## src/common/ssr_pkg.sv

```systemverilog
// constants and types shared by the serial port pin and clock router
package ssr_pkg;
    typedef logic [7:0] ssr_addr_t;
    typedef logic [31:0] ssr_data_t;

    // register byte offsets
    localparam ssr_addr_t REG_CTRL = 8'h00;
    localparam ssr_addr_t REG_CLKDIV = 8'h04;
    localparam ssr_addr_t REG_GPIO_OUT = 8'h08;
    localparam ssr_addr_t REG_GPIO_DIR = 8'h0c;
    localparam ssr_addr_t REG_STATUS = 8'h10;
    localparam ssr_addr_t REG_TX0 = 8'h14;
    localparam ssr_addr_t REG_TX1 = 8'h18;
    localparam ssr_addr_t REG_TX2 = 8'h1c;
    localparam ssr_addr_t REG_RX = 8'h20;

    // control register fields
    localparam int CTL_SYNC = 0;
    localparam int CTL_TXCLK_DIR = 1;
    localparam int CTL_C0_DIR = 2;
    localparam int CTL_C1_DIR = 3;
    localparam int CTL_C2_DIR = 4;
    localparam int CTL_OFLAG0 = 5;
    localparam int CTL_OFLAG1 = 6;
    localparam int CTL_TX0_EN = 7;
    localparam int CTL_TX1_EN = 8;
    localparam int CTL_TX2_EN = 9;
    localparam int CTL_RX_EN = 10;
    localparam int CTL_FLAG0_EN = 11;
    localparam int CTL_C1_SEL = 12;
    localparam int CTL_W = 14;
    localparam logic [CTL_W-1:0] CTL_RESET = 14'h0000;
    localparam logic [7:0] CLKDIV_RESET = 8'h01;

    // ctrl pin 1 selection in synchronous mode
    localparam logic [1:0] C1_SEL_FLAG = 2'h1;
    localparam logic [1:0] C1_SEL_DRV = 2'h2;

    // pin indices
    localparam int NPIN = 6;
    localparam int PIN_SCK = 0;
    localparam int PIN_C0 = 1;
    localparam int PIN_C1 = 2;
    localparam int PIN_C2 = 3;
    localparam int PIN_TD = 4;
    localparam int PIN_RD = 5;

    // serial word
    localparam int WORD_BITS = 8;
    localparam int NTX = 3;
    localparam logic [2:0] LAST_BIT = 3'h7;

    // least half period count of the internal bit clock; a half period lasts this plus one core cycles
    localparam logic [7:0] MIN_HALF = 8'h01;

    localparam logic [1:0] RESP_OKAY = 2'h0;
    localparam logic [1:0] RESP_SLVERR = 2'h2;

    typedef enum logic [2:0] {
        FN_GPIO = 3'b000,
        FN_CLK = 3'b001,
        FN_FSYNC = 3'b010,
        FN_DATA = 3'b011,
        FN_FLAG = 3'b100,
        FN_DRV = 3'b101
    } ssr_func_e;
endpackage : ssr_pkg

```

## src/rtl/ssr_pin_sync.sv

```systemverilog
// two-stage synchroniser for one pin with edge pulses
`timescale 1ns/1ns
module ssr_pin_sync (
    input wire logic clock,
    input wire logic rst,
    input wire logic pin_in,
    output logic level,
    output logic rise,
    output logic fall
);
    logic meta_ff;
    logic sync_ff;
    logic last_ff;

    // first stage is read by the second only
    always_ff @(posedge clock or posedge rst) begin
        if (rst) begin
            meta_ff <= 1'b0;
            sync_ff <= 1'b0;
            last_ff <= 1'b0;
        end else begin
            meta_ff <= pin_in;
            sync_ff <= meta_ff;
            last_ff <= sync_ff;
        end
    end

    assign level = sync_ff;
    assign rise = sync_ff & ~last_ff;
    assign fall = ~sync_ff & last_ff;
endmodule : ssr_pin_sync

```

## src/rtl/ssr_port.sv

```systemverilog
// serial port pin function routing, clock sources and shifters
// --------------------
// --------------------
`timescale 1ns/1ns
module ssr_port (
    input wire logic clock,
    input wire logic rst,
    input wire ssr_pkg::ssr_addr_t s_axi_awaddr,
    input wire logic s_axi_awvalid,
    output logic s_axi_awready,
    input wire ssr_pkg::ssr_data_t s_axi_wdata,
    input wire logic [3:0] s_axi_wstrb,
    input wire logic s_axi_wvalid,
    output logic s_axi_wready,
    output logic [1:0] s_axi_bresp,
    output logic s_axi_bvalid,
    input wire logic s_axi_bready,
    input wire ssr_pkg::ssr_addr_t s_axi_araddr,
    input wire logic s_axi_arvalid,
    output logic s_axi_arready,
    output ssr_pkg::ssr_data_t s_axi_rdata,
    output logic [1:0] s_axi_rresp,
    output logic s_axi_rvalid,
    input wire logic s_axi_rready,
    input wire logic [ssr_pkg::NPIN-1:0] pin_in,
    output logic [ssr_pkg::NPIN-1:0] pin_out,
    output logic [ssr_pkg::NPIN-1:0] pin_oe
);
    import ssr_pkg::*;

    // --------------------
    // registers and decode
    // --------------------
    logic [CTL_W-1:0] ctrl_ff;
    logic [7:0] clkdiv_ff;
    logic [NPIN-1:0] gpio_out_ff;
    logic [NPIN-1:0] gpio_dir_ff;
    logic [WORD_BITS-1:0] tx_data_ff [NTX];
    logic [NTX-1:0] tx_pend_ff;
    logic [WORD_BITS-1:0] rx_data_ff;
    logic rx_full_ff;
    logic [NPIN-1:0] pin_out_ff;
    logic [NPIN-1:0] pin_oe_ff;

    function automatic logic [3:0] reg_index(input ssr_addr_t a);
        if (a[1:0] != 2'h0 || a > REG_RX) begin
            return 4'hf;
        end
        return a[5:2];
    endfunction : reg_index

    logic sync_mode;
    logic tx_clock_dir;
    logic any_en;
    logic [NTX-1:0] tx_en_eff;
    assign sync_mode = ctrl_ff[CTL_SYNC];
    assign tx_clock_dir = ctrl_ff[CTL_TXCLK_DIR];
    assign any_en = |ctrl_ff[CTL_RX_EN:CTL_TX0_EN];
    // asynchronous mode runs transmitter 0 alone
    assign tx_en_eff = {ctrl_ff[CTL_TX2_EN] & sync_mode,
                        ctrl_ff[CTL_TX1_EN] & sync_mode, ctrl_ff[CTL_TX0_EN]};

    // --------------------
    // pin input synchronisers
    // --------------------
    logic [NPIN-1:0] pin_lvl;
    logic [NPIN-1:0] pin_rise;
    logic [NPIN-1:0] pin_fall;

    // external clock edges are only seen at under half of core rate
    for (genvar p = 0; p < NPIN; p++) begin : g_sync
        ssr_pin_sync u_sync (
            .clock(clock),
            .rst(rst),
            .pin_in(pin_in[p]),
            .level(pin_lvl[p]),
            .rise(pin_rise[p]),
            .fall(pin_fall[p])
        );
    end

    // --------------------
    // pin function map
    // --------------------
    ssr_func_e fn [NPIN];
    always_comb begin
        for (int i = 0; i < NPIN; i++) begin
            fn[i] = FN_GPIO;
        end
        if (!sync_mode) begin
            if (ctrl_ff[CTL_RX_EN]) begin
                fn[PIN_C0] = FN_CLK;
                fn[PIN_C1] = FN_FSYNC;
                fn[PIN_RD] = FN_DATA;
            end
            if (ctrl_ff[CTL_TX0_EN]) begin
                fn[PIN_C2] = FN_FSYNC;
                fn[PIN_SCK] = FN_CLK;
                fn[PIN_TD] = FN_DATA;
            end
        end else if (any_en) begin
            fn[PIN_SCK] = FN_CLK;
            fn[PIN_C2] = FN_FSYNC;
            if (tx_en_eff[0]) begin
                fn[PIN_TD] = FN_DATA;
            end
            if (ctrl_ff[CTL_RX_EN]) begin
                fn[PIN_RD] = FN_DATA;
            end
            if (tx_en_eff[1]) begin
                fn[PIN_C0] = FN_DATA;
            end else if (ctrl_ff[CTL_FLAG0_EN]) begin
                fn[PIN_C0] = FN_FLAG;
            end
            if (tx_en_eff[2]) begin
                fn[PIN_C1] = FN_DATA;
            end else if (ctrl_ff[CTL_C1_SEL+1:CTL_C1_SEL] == C1_SEL_FLAG) begin
                fn[PIN_C1] = FN_FLAG;
            end else if (ctrl_ff[CTL_C1_SEL+1:CTL_C1_SEL] == C1_SEL_DRV) begin
                fn[PIN_C1] = FN_DRV;
            end
        end
    end

    // --------------------
    // internal bit clock generator
    // --------------------
    logic [7:0] half_cnt_ff;
    logic sck_int_ff;
    logic [7:0] half_max;
    logic int_toggle;
    logic int_run;
    // a half period never below two core cycles keeps it at a quarter
    assign half_max = (clkdiv_ff < MIN_HALF) ? MIN_HALF : clkdiv_ff;
    assign int_run = any_en & (tx_clock_dir | (~sync_mode & ctrl_ff[CTL_C0_DIR]));
    assign int_toggle = int_run && (half_cnt_ff == half_max);

    always_ff @(posedge clock or posedge rst) begin
        if (rst) begin
            half_cnt_ff <= 8'h00;
            sck_int_ff <= 1'b0;
        end else if (!int_run) begin
            half_cnt_ff <= 8'h00;
            sck_int_ff <= 1'b0;
        end else if (int_toggle) begin
            half_cnt_ff <= 8'h00;
            sck_int_ff <= ~sck_int_ff;
        end else begin
            half_cnt_ff <= half_cnt_ff + 8'h01;
        end
    end

    // --------------------
    // clock source selection
    // --------------------
    logic tx_edge;
    logic rx_edge;
    logic rx_clk_int;
    // transmit on rising edges, receive on falling edges
    assign tx_edge = tx_clock_dir ? (int_toggle & ~sck_int_ff) : pin_rise[PIN_SCK];
    assign rx_clk_int = sync_mode ? tx_clock_dir : ctrl_ff[CTL_C0_DIR];
    always_comb begin
        if (rx_clk_int) begin
            rx_edge = int_toggle & sck_int_ff;
        end else if (sync_mode) begin
            rx_edge = pin_fall[PIN_SCK];
        end else begin
            rx_edge = pin_fall[PIN_C0];
        end
    end

    // --------------------
    // transmitters, all shifting in step
    // --------------------
    logic tx_active_ff;
    logic [2:0] tx_bit_ff;
    logic [WORD_BITS-1:0] tx_shift_ff [NTX];
    logic tx_fs_ok;
    logic tx_start;
    logic tx_shift;
    logic [NTX-1:0] tx_load;
    // an external frame sync gates the start of a word
    assign tx_fs_ok = ctrl_ff[CTL_C2_DIR] | pin_lvl[PIN_C2];
    assign tx_start = tx_edge && (!tx_active_ff || tx_bit_ff == LAST_BIT)
                      && |(tx_pend_ff & tx_en_eff) && tx_fs_ok;
    assign tx_shift = tx_edge && tx_active_ff && tx_bit_ff != LAST_BIT;
    assign tx_load = tx_start ? (tx_pend_ff & tx_en_eff) : '0;

    always_ff @(posedge clock or posedge rst) begin
        if (rst) begin
            tx_active_ff <= 1'b0;
            tx_bit_ff <= 3'h0;
        end else if (tx_start) begin
            tx_active_ff <= 1'b1;
            tx_bit_ff <= 3'h0;
        end else if (tx_shift) begin
            tx_bit_ff <= tx_bit_ff + 3'h1;
        end else if (tx_edge && tx_active_ff) begin
            // no word follows: with an internal clock, release the data line for a whole period
            tx_active_ff <= 1'b0;
        end
    end

    for (genvar t = 0; t < NTX; t++) begin : g_tx
        always_ff @(posedge clock or posedge rst) begin
            if (rst) begin
                tx_shift_ff[t] <= '0;
            end else if (tx_start) begin
                // a transmitter without fresh data sends zeros
                tx_shift_ff[t] <= tx_load[t] ? tx_data_ff[t] : '0;
            end else if (tx_shift) begin
                tx_shift_ff[t] <= {tx_shift_ff[t][WORD_BITS-2:0], 1'b0};
            end
        end
    end

    // --------------------
    // receiver
    // --------------------
    logic [2:0] rx_bit_ff;
    logic [WORD_BITS-1:0] rx_shift_ff;
    logic rx_fs_pin_in;
    logic rx_fs_ext;
    logic rx_done;
    // frame sync for the receiver: ctrl pin 2 when synchronous, pin 1 when not
    assign rx_fs_pin_in = sync_mode ? ~ctrl_ff[CTL_C2_DIR] : ~ctrl_ff[CTL_C1_DIR];
    assign rx_fs_ext = rx_fs_pin_in & (sync_mode ? pin_lvl[PIN_C2] : pin_lvl[PIN_C1]);
    assign rx_done = rx_edge && ctrl_ff[CTL_RX_EN] && !rx_fs_ext && rx_bit_ff == LAST_BIT;

    always_ff @(posedge clock or posedge rst) begin
        if (rst) begin
            rx_bit_ff <= 3'h0;
            rx_shift_ff <= '0;
        end else if (!ctrl_ff[CTL_RX_EN]) begin
            rx_bit_ff <= 3'h0;
        end else if (rx_edge) begin
            rx_shift_ff <= {rx_shift_ff[WORD_BITS-2:0], pin_lvl[PIN_RD]};
            rx_bit_ff <= rx_fs_ext ? 3'h1 : rx_bit_ff + 3'h1;
        end
    end

    // --------------------
    // pin drivers
    // --------------------
    logic [NPIN-1:0] nxt_pin_out;
    logic [NPIN-1:0] nxt_pin_oe;
    logic fs_int;
    assign fs_int = tx_active_ff && tx_bit_ff == 3'h0;

    always_comb begin
        nxt_pin_out = gpio_out_ff;
        nxt_pin_oe = gpio_dir_ff;
        nxt_pin_oe[PIN_RD] = (fn[PIN_RD] == FN_GPIO) & gpio_dir_ff[PIN_RD];
        if (fn[PIN_SCK] == FN_CLK) begin
            nxt_pin_out[PIN_SCK] = sck_int_ff;
            nxt_pin_oe[PIN_SCK] = tx_clock_dir;
        end
        case (fn[PIN_C0])
            FN_CLK: begin
                nxt_pin_out[PIN_C0] = sck_int_ff;
                nxt_pin_oe[PIN_C0] = ctrl_ff[CTL_C0_DIR];
            end
            FN_FLAG: begin
                nxt_pin_out[PIN_C0] = ctrl_ff[CTL_OFLAG0];
                nxt_pin_oe[PIN_C0] = ctrl_ff[CTL_C0_DIR];
            end
            FN_DATA: begin
                nxt_pin_out[PIN_C0] = tx_shift_ff[1][WORD_BITS-1];
                nxt_pin_oe[PIN_C0] = 1'b1;
            end
            default: begin
            end
        endcase
        case (fn[PIN_C1])
            FN_FSYNC: begin
                nxt_pin_out[PIN_C1] = ctrl_ff[CTL_RX_EN] && rx_bit_ff == 3'h0;
                nxt_pin_oe[PIN_C1] = ctrl_ff[CTL_C1_DIR];
            end
            FN_FLAG: begin
                nxt_pin_out[PIN_C1] = ctrl_ff[CTL_OFLAG1];
                nxt_pin_oe[PIN_C1] = ctrl_ff[CTL_C1_DIR];
            end
            FN_DRV: begin
                nxt_pin_out[PIN_C1] = tx_active_ff;
                nxt_pin_oe[PIN_C1] = 1'b1;
            end
            FN_DATA: begin
                nxt_pin_out[PIN_C1] = tx_shift_ff[2][WORD_BITS-1];
                nxt_pin_oe[PIN_C1] = 1'b1;
            end
            default: begin
            end
        endcase
        if (fn[PIN_C2] == FN_FSYNC) begin
            nxt_pin_out[PIN_C2] = fs_int;
            nxt_pin_oe[PIN_C2] = ctrl_ff[CTL_C2_DIR];
        end
        if (fn[PIN_TD] == FN_DATA) begin
            nxt_pin_out[PIN_TD] = tx_shift_ff[0][WORD_BITS-1];
            // only an internal clock lets the line float between words
            nxt_pin_oe[PIN_TD] = tx_active_ff | ~tx_clock_dir;
        end
    end

    always_ff @(posedge clock or posedge rst) begin
        if (rst) begin
            pin_out_ff <= '0;
            pin_oe_ff <= '0;
        end else begin
            pin_out_ff <= nxt_pin_out;
            pin_oe_ff <= nxt_pin_oe;
        end
    end
    assign pin_out = pin_out_ff;
    assign pin_oe = pin_oe_ff;

    // --------------------
    // bus slave
    // --------------------
    logic aw_got_ff;
    logic w_got_ff;
    ssr_addr_t aw_addr_ff;
    ssr_data_t w_data_ff;
    logic [3:0] w_strb_ff;
    logic bvalid_ff;
    logic [1:0] bresp_ff;
    logic rvalid_ff;
    ssr_data_t rdata_ff;
    logic [1:0] rresp_ff;
    logic do_write;
    logic do_read;
    logic [3:0] widx;
    logic [3:0] ridx;
    logic rx_read;

    assign s_axi_awready = ~aw_got_ff & ~bvalid_ff;
    assign s_axi_wready = ~w_got_ff & ~bvalid_ff;
    assign s_axi_bvalid = bvalid_ff;
    assign s_axi_bresp = bresp_ff;
    assign s_axi_arready = ~rvalid_ff;
    assign s_axi_rvalid = rvalid_ff;
    assign s_axi_rdata = rdata_ff;
    assign s_axi_rresp = rresp_ff;
    assign do_write = aw_got_ff & w_got_ff & ~bvalid_ff;
    assign do_read = s_axi_arvalid & ~rvalid_ff;
    assign widx = reg_index(aw_addr_ff);
    assign ridx = reg_index(s_axi_araddr);
    assign rx_read = do_read && ridx == REG_RX[5:2];

    always_ff @(posedge clock or posedge rst) begin
        if (rst) begin
            aw_got_ff <= 1'b0;
            w_got_ff <= 1'b0;
            aw_addr_ff <= '0;
            w_data_ff <= '0;
            w_strb_ff <= 4'h0;
            bvalid_ff <= 1'b0;
            bresp_ff <= RESP_OKAY;
        end else begin
            if (s_axi_awvalid && s_axi_awready) begin
                aw_got_ff <= 1'b1;
                aw_addr_ff <= s_axi_awaddr;
            end
            if (s_axi_wvalid && s_axi_wready) begin
                w_got_ff <= 1'b1;
                w_data_ff <= s_axi_wdata;
                w_strb_ff <= s_axi_wstrb;
            end
            if (do_write) begin
                aw_got_ff <= 1'b0;
                w_got_ff <= 1'b0;
                bvalid_ff <= 1'b1;
                bresp_ff <= (widx == 4'hf || widx == REG_STATUS[5:2]
                             || widx == REG_RX[5:2]) ? RESP_SLVERR : RESP_OKAY;
            end else if (bvalid_ff && s_axi_bready) begin
                bvalid_ff <= 1'b0;
            end
        end
    end

    always_ff @(posedge clock or posedge rst) begin
        if (rst) begin
            ctrl_ff <= CTL_RESET;
            clkdiv_ff <= CLKDIV_RESET;
            gpio_out_ff <= '0;
            gpio_dir_ff <= '0;
        end else if (do_write) begin
            case (widx)
                REG_CTRL[5:2]: begin
                    if (w_strb_ff[0]) ctrl_ff[7:0] <= w_data_ff[7:0];
                    if (w_strb_ff[1]) ctrl_ff[CTL_W-1:8] <= w_data_ff[CTL_W-1:8];
                end
                REG_CLKDIV[5:2]: if (w_strb_ff[0]) clkdiv_ff <= w_data_ff[7:0];
                REG_GPIO_OUT[5:2]: if (w_strb_ff[0]) gpio_out_ff <= w_data_ff[NPIN-1:0];
                REG_GPIO_DIR[5:2]: if (w_strb_ff[0]) gpio_dir_ff <= w_data_ff[NPIN-1:0];
                default: begin
                end
            endcase
        end
    end

    // data writes mark a word pending; a write in the load cycle wins
    for (genvar t = 0; t < NTX; t++) begin : g_txreg
        always_ff @(posedge clock or posedge rst) begin
            if (rst) begin
                tx_data_ff[t] <= '0;
                tx_pend_ff[t] <= 1'b0;
            end else if (do_write && w_strb_ff[0]
                         && widx == REG_TX0[5:2] + 4'(t)) begin
                tx_data_ff[t] <= w_data_ff[WORD_BITS-1:0];
                tx_pend_ff[t] <= 1'b1;
            end else if (tx_load[t]) begin
                tx_pend_ff[t] <= 1'b0;
            end
        end
    end

    // a word landing in the read cycle keeps the full flag set
    always_ff @(posedge clock or posedge rst) begin
        if (rst) begin
            rx_data_ff <= '0;
            rx_full_ff <= 1'b0;
        end else if (rx_done) begin
            rx_data_ff <= {rx_shift_ff[WORD_BITS-2:0], pin_lvl[PIN_RD]};
            rx_full_ff <= 1'b1;
        end else if (rx_read) begin
            rx_full_ff <= 1'b0;
        end
    end

    always_ff @(posedge clock or posedge rst) begin
        if (rst) begin
            rvalid_ff <= 1'b0;
            rdata_ff <= '0;
            rresp_ff <= RESP_OKAY;
        end else if (do_read) begin
            rvalid_ff <= 1'b1;
            rresp_ff <= RESP_OKAY;
            rdata_ff <= '0;
            case (ridx)
                REG_CTRL[5:2]: rdata_ff[CTL_W-1:0] <= ctrl_ff;
                REG_CLKDIV[5:2]: rdata_ff[7:0] <= clkdiv_ff;
                REG_GPIO_OUT[5:2]: rdata_ff[NPIN-1:0] <= gpio_out_ff;
                REG_GPIO_DIR[5:2]: rdata_ff[NPIN-1:0] <= gpio_dir_ff;
                REG_STATUS[5:2]: begin
                    // flag inputs follow the pin whenever it is an input flag
                    rdata_ff[0] <= (fn[PIN_C0] == FN_FLAG) & pin_lvl[PIN_C0];
                    rdata_ff[1] <= (fn[PIN_C1] == FN_FLAG) & pin_lvl[PIN_C1];
                    rdata_ff[2] <= rx_full_ff;
                    rdata_ff[3] <= tx_active_ff;
                    rdata_ff[6:4] <= tx_pend_ff;
                    rdata_ff[13:8] <= pin_lvl;
                end
                REG_TX0[5:2]: rdata_ff[WORD_BITS-1:0] <= tx_data_ff[0];
                REG_TX1[5:2]: rdata_ff[WORD_BITS-1:0] <= tx_data_ff[1];
                REG_TX2[5:2]: rdata_ff[WORD_BITS-1:0] <= tx_data_ff[2];
                REG_RX[5:2]: rdata_ff[WORD_BITS-1:0] <= rx_data_ff;
                default: rresp_ff <= RESP_SLVERR;
            endcase
        end else if (rvalid_ff && s_axi_rready) begin
            rvalid_ff <= 1'b0;
        end
    end
endmodule : ssr_port

```

## config.mk

```make
export PLATFORM = sky130hd
export DESIGN_NAME = ssr_port
export DESIGN_NICKNAME = d
export VERILOG_FILES = /design/src/common/ssr_pkg.sv /design/src/rtl/ssr_pin_sync.sv /design/src/rtl/ssr_port.sv
export SDC_FILE = /design/constraint.sdc
export NUM_CORES = 1
export LEC_CHECK = 0
export BUFFER_PORTS_ARGS = -buffer_cell sky130_fd_sc_hd__clkbuf_2
export CORE_ASPECT_RATIO = 0.75
export CORE_UTILIZATION = 47
export DETAILED_ROUTE_END_ITERATION = 16
export PLACE_DENSITY = 0.79
export SYNTH_ARGS = -nofsm -noshare
export SYNTH_HDL_FRONTEND = slang
export SYNTH_SLANG_ARGS = --single-unit
```

## constraint.sdc

```tcl
create_clock -name clock -period 20.4 [get_ports clock]
set_clock_uncertainty 0.2 [all_clocks]
set_input_delay 4.08 -clock clock [delete_from_list [all_inputs] [get_ports clock]]
set_output_delay 4.08 -clock clock [all_outputs]
set_load 0.03 [all_outputs]
```

**Word level (Yosys, flattened, before mapping)**

Cells that the tools add are included.

- Flip-flop bits (word level): 189
- Latch bits: 0
- Memory bits (writable): 0
- Bits in read-only memories: 0
- Input bits: 65
- Output and inout port bits: 53
- Logic and storage cells: 260
- Memories kept: 0

- $add $sub $neg: 3
- Multipliers: 0
- Div/mod/pow operators: 0
- Order comparisons: 3
- Eq/ne operators: 36
- Shifts and indexed selects: 0
- Muxes and demuxes: 79
- Bitwise logic cells: 34
- Reduce and logical (&&, ||, !) cells: 57

Operator list:

| cell | number |
|---|---|
| $mux 8 | 12 |
| $pmux 6 s9 | 1 |
| $mux 1 | 36 |
| $mux 3 | 11 |
| $eq 4x3->1 const B | 8 |
| $reduce_bool 2->1 | 12 |
| $logic_and 1x1->1 | 20 |
| $mux 4 | 5 |
| $and 1x1->1 | 18 |
| $mux 18 | 1 |
| $eq 4x2->1 const B | 4 |
| $gt 8x6->1 const B | 2 |
| $mux 16 | 1 |
| $eq 3x2->1 const B | 5 |
| $eq 3x3->1 const B | 5 |
| $reduce_and 3->1 | 5 |
| $eq 4x4->1 const B | 3 |
| $not 1->1 | 12 |
| $pmux 6 s2 | 1 |
| $logic_not 3->1 | 3 |
| $reduce_or 9->1 | 1 |
| $add 8x1->8 const B | 1 |
| $eq 4x1->1 const B | 2 |
| $eq 8x8->1 | 1 |
| other kinds (24) | 42 |

**Depth between registers and ports, before layout**

Gate-level depths: netlist of the first run.

- Word-level depth: 13
- Mapped depth: 9
- Gate-level depth less buffers: 8

**Modules after synthesis**

A second synthesis of the first run with hierarchy kept.

- Cell total of the unflattened synthesis: 726
- Area total of the unflattened synthesis: 8,853.5 um2

By module, submodules not included:

| module | times used | cells an instance | area each (um2) | sequential area each (um2) |
|---|---|---|---|---|
| ssr_port | 1 | 690 | 8,290.5 | 4,330.4 |
| ssr_pin_sync | 6 | 6 | 93.8 | 75.1 |

**Least setup slack after synthesis of the first run**

Ideal clock, no wire load.

- Path kind: in2reg
- Start point: in s_axi_araddr[4]
- End point: reg rdata_ff[1], in the netlist s_axi_rdata[1]
- Setup time: 0.131 ns
- Arrival: 5.551 ns
- Data required time: 20.069 ns
- Setup slack: 14.518 ns
- Cell stages on the path: 7
- Buffers on the path: 2
- Cell sequence: clkbuf_1 clkbuf_1 mux2_2 a22oi_1 o21ai_0 a22oi_1 o21ai_0

- Longest elaborated chain between the ends: 6
- Elaborated cells on any way between the ends: 14
- Those cells by class: order compare: 1; eq/ne: 8; mux: 3; reduce/logical: 2

Ends and longest elaborated chain:

| what | line | RTL |
|---|---|---|
| start: declaration | ssr_port.sv:18 | `input wire ssr_pkg::ssr_addr_t s_axi_araddr,` |
| $gt 8x6->1 | ssr_port.sv:46 | `if (a[1:0] != 2'h0 \|\| a > REG_RX) begin` |
| $logic_or 1x1->1 | ssr_port.sv:46 |  |
| $mux 1 | ssr_port.sv:46 |  |
| $mux 4 * | ssr_port.sv:49 | `return a[5:2];` |
| $eq 4x4->1, or another cell as far along | ssr_port.sv:440 | `case (ridx)` |
| $pmux 6 s9 * | ssr_port.sv:440 |  |
| end signal: indexed assignment | ssr_port.sv:441 | `REG_CTRL[5:2]: rdata_ff[CTL_W-1:0] <= ctrl_ff;` |
| end signal: assignment | ssr_port.sv:442 | `REG_CLKDIV[5:2]: rdata_ff[7:0] <= clkdiv_ff;` |
| end signal: indexed assignment | ssr_port.sv:443 | `REG_GPIO_OUT[5:2]: rdata_ff[NPIN-1:0] <= gpio_out_ff;` |
| end: declaration | ssr_port.sv:328 | `ssr_data_t rdata_ff;` |

Mark *: on every way between the ends. The rest lies on a longest branch, timed or not.
A chain may end at the register's enable or synchronous reset.

**Final worst setup path of the first run**

- Start point: in s_axi_araddr[7]
- End point: reg rdata_ff[0], in the netlist s_axi_rdata[0]

- Longest elaborated chain between the ends: 6
- Elaborated cells on any way between the ends: 14
- Those cells by class: order compare: 1; eq/ne: 8; mux: 3; reduce/logical: 2

Ends and longest elaborated chain:

| what | line |
|---|---|
| $gt 8x6->1 * | ssr_port.sv:46 |
| $logic_or 1x1->1 * | ssr_port.sv:46 |
| $mux 1 * | ssr_port.sv:46 |
| $mux 4 * | ssr_port.sv:49 |
| $eq 4x4->1, or another cell as far along | ssr_port.sv:440 |
| $pmux 6 s9 * | ssr_port.sv:440 |

Marks and branches as above.

==> results.ini, run 1 <==
[outcome]
outcome=complete, no violations

[synthesis]
yosys.cell_count.top_type=dfrtp_1
yosysUniqueCellTypes=69
syn_inst=693
synth_compound_gate_area_share_pct=14.2
synth_area_per_cell_um2=12.5
synth_xor_area_share_pct=1.32
postSynthRegisterBits=187
netlist_area_um2=8630
async_reset_ff_share_pct=100
synth_top_area_share_pct=53.9
synth_fa_ha_area_share_pct=1.16
simple_gate_fraction_of_synth_area_pct=9.42
combinational_family_with_the_most_area_after_synthesis=multiplexers
synth-edff-count=0
ys.warnings.count=0
synth.yosys.seq_area_share_pct=54.2
post_synth_main_area_contributors=dfrtp_1, mux2_2, o2bb2ai_2
synth.area.mux_share_pct=15.6
yosysTopAreaCell=dfrtp_1
post_synth_most_frequent_cells=dfrtp_1, mux2_2, nor2_1
synth_flop_cell=dfrtp_1

[clocking]
max-clock-path-buffers=2
post-cts-setup-buffer-count=0
h-tree-depth=4
clkTransAtPathRegs_ns=0.07
numCtsBuffers=17
clock_sinks=187
clock_latency_late_sink_ns=0.44
cts_root_buf=clkbuf_16
cts_resized=0
tritoncts=yes
cts_hold_repair.buffers=0

[sta]
finalSetupTns_ns=0
finalSetupViolCount=0
max_clock_freq_mhz=166
timing.final.ws_setup_ns=14.36
post-route-min-period_ns=6.04
tightest_slew_ns=0.989
grt_setup_unrepaired=false
slew_viol_final=0
headroom_to_the_max_slew_limit_pct=33.7
final-hold-violation-count=0
final.period_utilization_pct=29.6

[placement]
post-place-ws_ns=13.95
gpl.final_weighted_congestion=0.887
place.detailed.hpwl_um=14000
port_buffers=77

[worst_setup_path]
r2r_slack_ns=17.31
worst-path-max-fanout=9
worst_ep_arrival_time_ns=6.19
critical_path.startpoint_type=input port
cp-end-kind=flop
timing_worst_setup_path_type=in2reg
cp.required_ns=20.55

[pwr]
power_leakage_nw=4.48
power.density_cell_area_nw_per_um2=104
max-vdd-ir-drop_uv=70.3

[grt]
gr-usage-all-layers_pct=22.8
grt_remaining_overflow=0
grt_start_max_net_pins=113
grt_pass1_vias=5732
grt_antenna_before_repair=0
grt_first_pass_wirelength_um=32200

[floorplanning]
count_of_standard_cell_rows=42
fp.dieW_um=158
core_area_um2=17800
floorplan.die.height_um=119
dieArea_um2=18900
floorplan.initialDensity_pct=48.5
design.portCount=118

[cells_and_area]
final_layout_size_suffix_gt1_share_pct=31.4
num_antenna_cells=0
finish.utilization_pct=54.5
nets=833
flow.area_growth_from_synthesis_pct=12.4

[min_path]
min-delay-path-class=reg2reg

[route]
drt-pass1-iter-count=5
routed_wire_length_per_instance_um=19.8
initialDrtViolationCount=591
detail_route.wirelength_um=20100
detail_route.drc_violations=0
detailroute.via_count=5911
detail-route-antenna-nets=0
post_drt_via_cell_ratio=5.82

[flow_run]
number_of_max_cap_violations=0

metal layers:
layer	global-route usage, %	up-vias	wire [um]
li1	-	2633	-
met5	0	-	0
met2	32.1	297	8690
met1	33.1	2953	9160
met4	6.07	0	241
met3	8.15	28	2050
where the power goes:
part / total (mW) / switching, mW / internal (mW)
logic: 0.188 / 0.107 / 0.0813
clock network: 0.324 / 0.144 / 0.181
registers: 0.499 / 0.0735 / 0.425
total: 1.01 / 0.324 / 0.687
state kept, by name (all words and copies together), names as in the netlist, 8 cells and up:
signal,count
tx_data_ff,24
w_data_ff,14
s_axi_rdata,14
clkdiv_ff,8
aw_addr_ff,8
half_cnt_ff,8
tx_shift_ff,24
rx_data_ff,8
ctrl_ff,14
layout by cell type, fill, tap and decap left out, types with 5 or more instances in the layout:
cell	netlist	routed
ha_1	8	8
xor2_1	5	5
mux2_1	15	15
a21o_1	8	8
nor2b_1	7	7
mux2i_1	7	7
a32o_1	6	6
clkbuf_2	0	77
mux2_2	90	90
clkinv_2	0	5
nand2_1	35	35
clkbuf_16	0	17
conb_1	1	20
a21oi_1	17	17
nand2b_1	8	8
nor2_1	54	54
o21ai_0	21	21
dfrtp_1	186	186
xnor2_1	8	8
nand3_1	12	12
o2bb2ai_2	20	20
a32oi_1	6	6
a221oi_1	8	8
and3_1	6	6
a22oi_1	30	30
inv_1	15	14
path summary, 6_finish.rpt:
check,depth (start not counted),end,startpoint
worst max-delay path,6,s_axi_rdata[0]$_DFFE_PP0P_,s_axi_araddr[7]
worst min-delay path,0,g_sync[0].u_sync.level$_DFF_PP0_,g_sync[0].u_sync.meta_ff$_DFF_PP0_
worst max register to register,7,tx_shift_ff[16]$_DFFE_PP0P_,ctrl_ff[7]$_DFFE_PP0P_
worst min register to register,0,g_sync[0].u_sync.level$_DFF_PP0_,g_sync[0].u_sync.meta_ff$_DFF_PP0_
max in group asynchronous,3,ctrl_ff[13]$_DFFE_PP0P_,rst
min in group asynchronous,2,g_sync[5].u_sync.level$_DFF_PP0_,rst
per-stage QoR:
| stage | total power, mW | cell area (um2) | instances | hold slack [ns] |
|---|---|---|---|---|
| 6_report | 1.01 | 9710 | 1015 | 0.144 |
| 5_1_grt | 1.06 | 9710 | 1015 | 0.148 |
| 4_1_cts | 1.01 | 9710 | 1015 | 0.146 |
| 3_5_place_dp | 0.690 | 9130 | 983 | 0.137 |
| 3_3_place_gp | 0.683 | 9130 | 983 | 0.135 |
| 2_1_floorplan | 0.624 | 8700 | 712 | 0.131 |
cell families after synthesis:
family / count (synthesis)
other: 1
adder cells (fa/ha/maj): 8
AO/OA/AOI/OAI: 144
multiplexers: 116
XOR/XNOR: 13
flip-flops: 187
AND/OR/NAND/NOR: 157
buffers and inverters: 67
area by class of cell:
type	count	area, um2
Inverter	16	67.6
Sequential cell	187	4680
Tap cell	242	303
Timing Repair Buffer	80	408
Multi-Input combinational cell	458	3670
Clock inverter	14	143
Fill cell	1495	8110
Clock buffer	18	429
critical path, stage by stage:
cell,delay [ns]
clkbuf_2,0.08
nor4_1,0.66
nand2_1,0.37
nor3b_2,0.59
a32oi_1,0.21
o21ai_0,0.19
Power figures use the tool's default switching activity.
==> run 2: changes to the inputs <==
--- a/config.mk
+++ b/config.mk
@@ -9,7 +9,7 @@
 export CORE_ASPECT_RATIO = 0.75
 export CORE_UTILIZATION = 47
 export DETAILED_ROUTE_END_ITERATION = 16
-export PLACE_DENSITY = 0.79
+export PLACE_DENSITY = 0.82
 export SYNTH_ARGS = -nofsm -noshare
 export SYNTH_HDL_FRONTEND = slang
 export SYNTH_SLANG_ARGS = --single-unit
==> constraint.sdc (replaced) <==
create_clock -name clock -period 4.85 [get_ports clock]
set_clock_uncertainty 0.2 [all_clocks]
set_input_delay 0.97 -clock clock [delete_from_list [all_inputs] [get_ports clock]]
set_output_delay 0.97 -clock clock [all_outputs]
set_load 0.03 [all_outputs]
==> results.ini, run 2 (synthesis gave the netlist of run 1 again) <==
[outcome]
outcome=complete, no violations  ; unchanged

[route]
drt-pass1-iter-count=6  ; was 5
detail_route.wirelength_um=20000  ; was 20100 um
detail_route.drc_violations=0  ; unchanged
routed_wire_length_per_instance_um=19.7  ; was 19.8 um
detail-route-antenna-nets=0  ; unchanged
initialDrtViolationCount=602  ; was 591
post_drt_via_cell_ratio=5.86  ; was 5.82
detailroute.via_count=5968  ; was 5911

[floorplanning]
fp.dieW_um=158  ; unchanged
dieArea_um2=18900  ; unchanged
count_of_standard_cell_rows=42  ; unchanged
floorplan.initialDensity_pct=48.5  ; unchanged
floorplan.die.height_um=119  ; unchanged
core_area_um2=17800  ; unchanged
design.portCount=118  ; unchanged

[clocking]
post-cts-setup-buffer-count=0  ; unchanged
h-tree-depth=4  ; unchanged
max-clock-path-buffers=2  ; unchanged
cts_hold_repair.buffers=0  ; unchanged
cts_resized=0  ; unchanged
cts_root_buf=clkbuf_16  ; unchanged
clock_latency_late_sink_ns=0.43  ; was 0.44 ns
tritoncts=yes  ; unchanged
clkTransAtPathRegs_ns=0.07  ; about the same
numCtsBuffers=17  ; unchanged
clock_sinks=187  ; unchanged

[sta]
post-route-min-period_ns=3.10
grt_setup_unrepaired=false  ; unchanged
final-hold-violation-count=0  ; unchanged
tightest_slew_ns=1.02  ; was 0.989 ns
finalSetupViolCount=0  ; unchanged
slew_viol_final=0  ; unchanged
finalSetupTns_ns=0  ; unchanged
headroom_to_the_max_slew_limit_pct=31.8  ; was 33.7%
max_clock_freq_mhz=322
final.period_utilization_pct=64.0

[cells_and_area]
largestRegisters=tx_data_ff (24), tx_shift_ff (24)  ; unchanged
nets=836  ; was 833
fillers=1497  ; was 1495
num_antenna_cells=0  ; unchanged
final_cell_mix=dfrtp_1, mux2_2, clkbuf_2  ; unchanged
flow.area_growth_from_synthesis_pct=12.5  ; was 12.4%
finish.utilization_pct=54.5  ; about the same
final_common_cell=dfrtp_1  ; unchanged
final_layout_size_suffix_gt1_share_pct=31.4  ; about the same

[worst_setup_path]
timing.critical_path.slowest_cell_delay_ns=0.56  ; was 0.66 ns
slowest_stage=dfrtp_1  ; was nor4_1
worst_ep_arrival_time_ns=3.27  ; was 6.19 ns
worst-path-max-fanout=27  ; was 9
worstReg2RegStart=ctrl_ff[7]$_DFFE_PP0P_  ; unchanged
critical_path.startpoint_type=flop  ; was input port
cp-end-kind=flop  ; unchanged
setup.worst_path.start=ctrl_ff[7]$_DFFE_PP0P_  ; was s_axi_araddr[7]
cp.required_ns=5.01  ; was 20.55 ns
chain_of_cells_forming_the_critical_path=or3_4 -> or2_4 -> and3b_4 -> a31oi_4 -> buf_4 -> o21bai_4 -> a32o_1  ; was clkbuf_2 -> nor4_1 -> nand2_1 -> nor3b_2 -> a32oi_1 -> o21ai_0
timing_worst_setup_path_type=reg2reg  ; was in2reg

[grt]
grt_start_max_net_pins=94  ; was 113
gr-usage-all-layers_pct=23.0  ; was 22.8%
grt_pass1_vias=5718  ; was 5732
grt_first_pass_wirelength_um=32400  ; was 32200 um
grt_antenna_before_repair=0  ; unchanged
grt_remaining_overflow=0  ; unchanged

[placement]
gpl.final_weighted_congestion=0.890  ; was 0.887
port_buffers=77  ; unchanged
place.detailed.hpwl_um=14000  ; about the same

[min_path]
hold_start=g_sync[0].u_sync.meta_ff$_DFF_PP0_  ; unchanged
min-delay-path-class=reg2reg  ; unchanged

[flow_run]
number_of_max_cap_violations=0  ; unchanged

[pwr]
max-vdd-ir-drop_uv=444  ; was 70.3 uV
power_leakage_nw=4.47  ; was 4.48 nW
power.density_cell_area_nw_per_um2=433  ; was 104 nW/um2

## run 2: changes by cell type in the layout (fill, tap and decap cells not counted)
cell	before	now
buf_12	0	1
inv_6	3	0
bufinv_16	2	1
clkinv_4	1	0
clkbuf_1	1	3
buf_4	3	5
clkinvlp_4	3	8
clkinv_2	5	3
clkbuf_8	0	1
inv_8	1	0
## run 2: per-layer routing
layer | GRT usage [%] | part of all wire, %
met1 | 34.5 | 46
met2 | 31.8 | 42
met3 | 6.70 | 9.9
met4 | 7.21 | 2.1
met5 | 0 | 0
## run 2: power breakdown
group	switching [mW]	internal, mW	total (mW)
clock network	0.591	0.717	1.31
registers	0.311	1.79	2.10
logic	0.451	0.346	0.797
total	1.35	2.85	4.20
## run 2: final cells by class
class	count	area (um2)	area share (%)
clock buffers	21	450	4.64
clock inverters	11	97.6	1.00
flip-flops and latches	187	4680	48.2
inverters	16	63.8	0.657
multi-input cells	458	3670	37.8
well taps	242	303	3.12
repair buffers	83	443	4.56
## run 2: metrics by stage
| step | hold slack (ns) | instances | total power [mW] | area, um2 | worst slack (ns) |
|---|---|---|---|---|---|
| after CTS | 0.155 | 1018 | 4.21 | 9710 | 1.78 |
| after global routing | 0.157 | 1018 | 4.40 | 9710 | 1.64 |
| final | 0.151 | 1018 | 4.20 | 9710 | 1.75 |
| after global placement | 0.134 | 986 | 2.87 | 9170 | 1.62 |
| after floorplan | 0.131 | 712 | 2.63 | 8710 | 1.27 |
| after detailed placement | 0.140 | 986 | 2.91 | 9170 | 1.59 |
## run 2: worst paths after layout
| path | to | slack (ns) | depth (start not counted) |
|---|---|---|---|
| min | g_sync[0].u_sync.level$_DFF_PP0_ | 0.15 | 0 |
| min reg2reg | g_sync[0].u_sync.level$_DFF_PP0_ | 0.15 | 0 |
| max in group asynchronous | pin_out[4]$_DFF_PP0_ | 3.24 | 3 |
| max reg2reg | tx_shift_ff[16]$_DFFE_PP0P_ | 1.75 | 7 |
| max | tx_shift_ff[16]$_DFFE_PP0P_ | 1.75 | 7 |
| min in group asynchronous | g_sync[5].u_sync.level$_DFF_PP0_ | 0.33 | 2 |
## run 2: critical path, delay by kind of cell, from the launching register on
family / cells / cell delay [ns]
compound gates: 3 / 0.89
buf+inv: 1 / 0.41
simple gates: 3 / 0.94
flops: 1 / 0.56
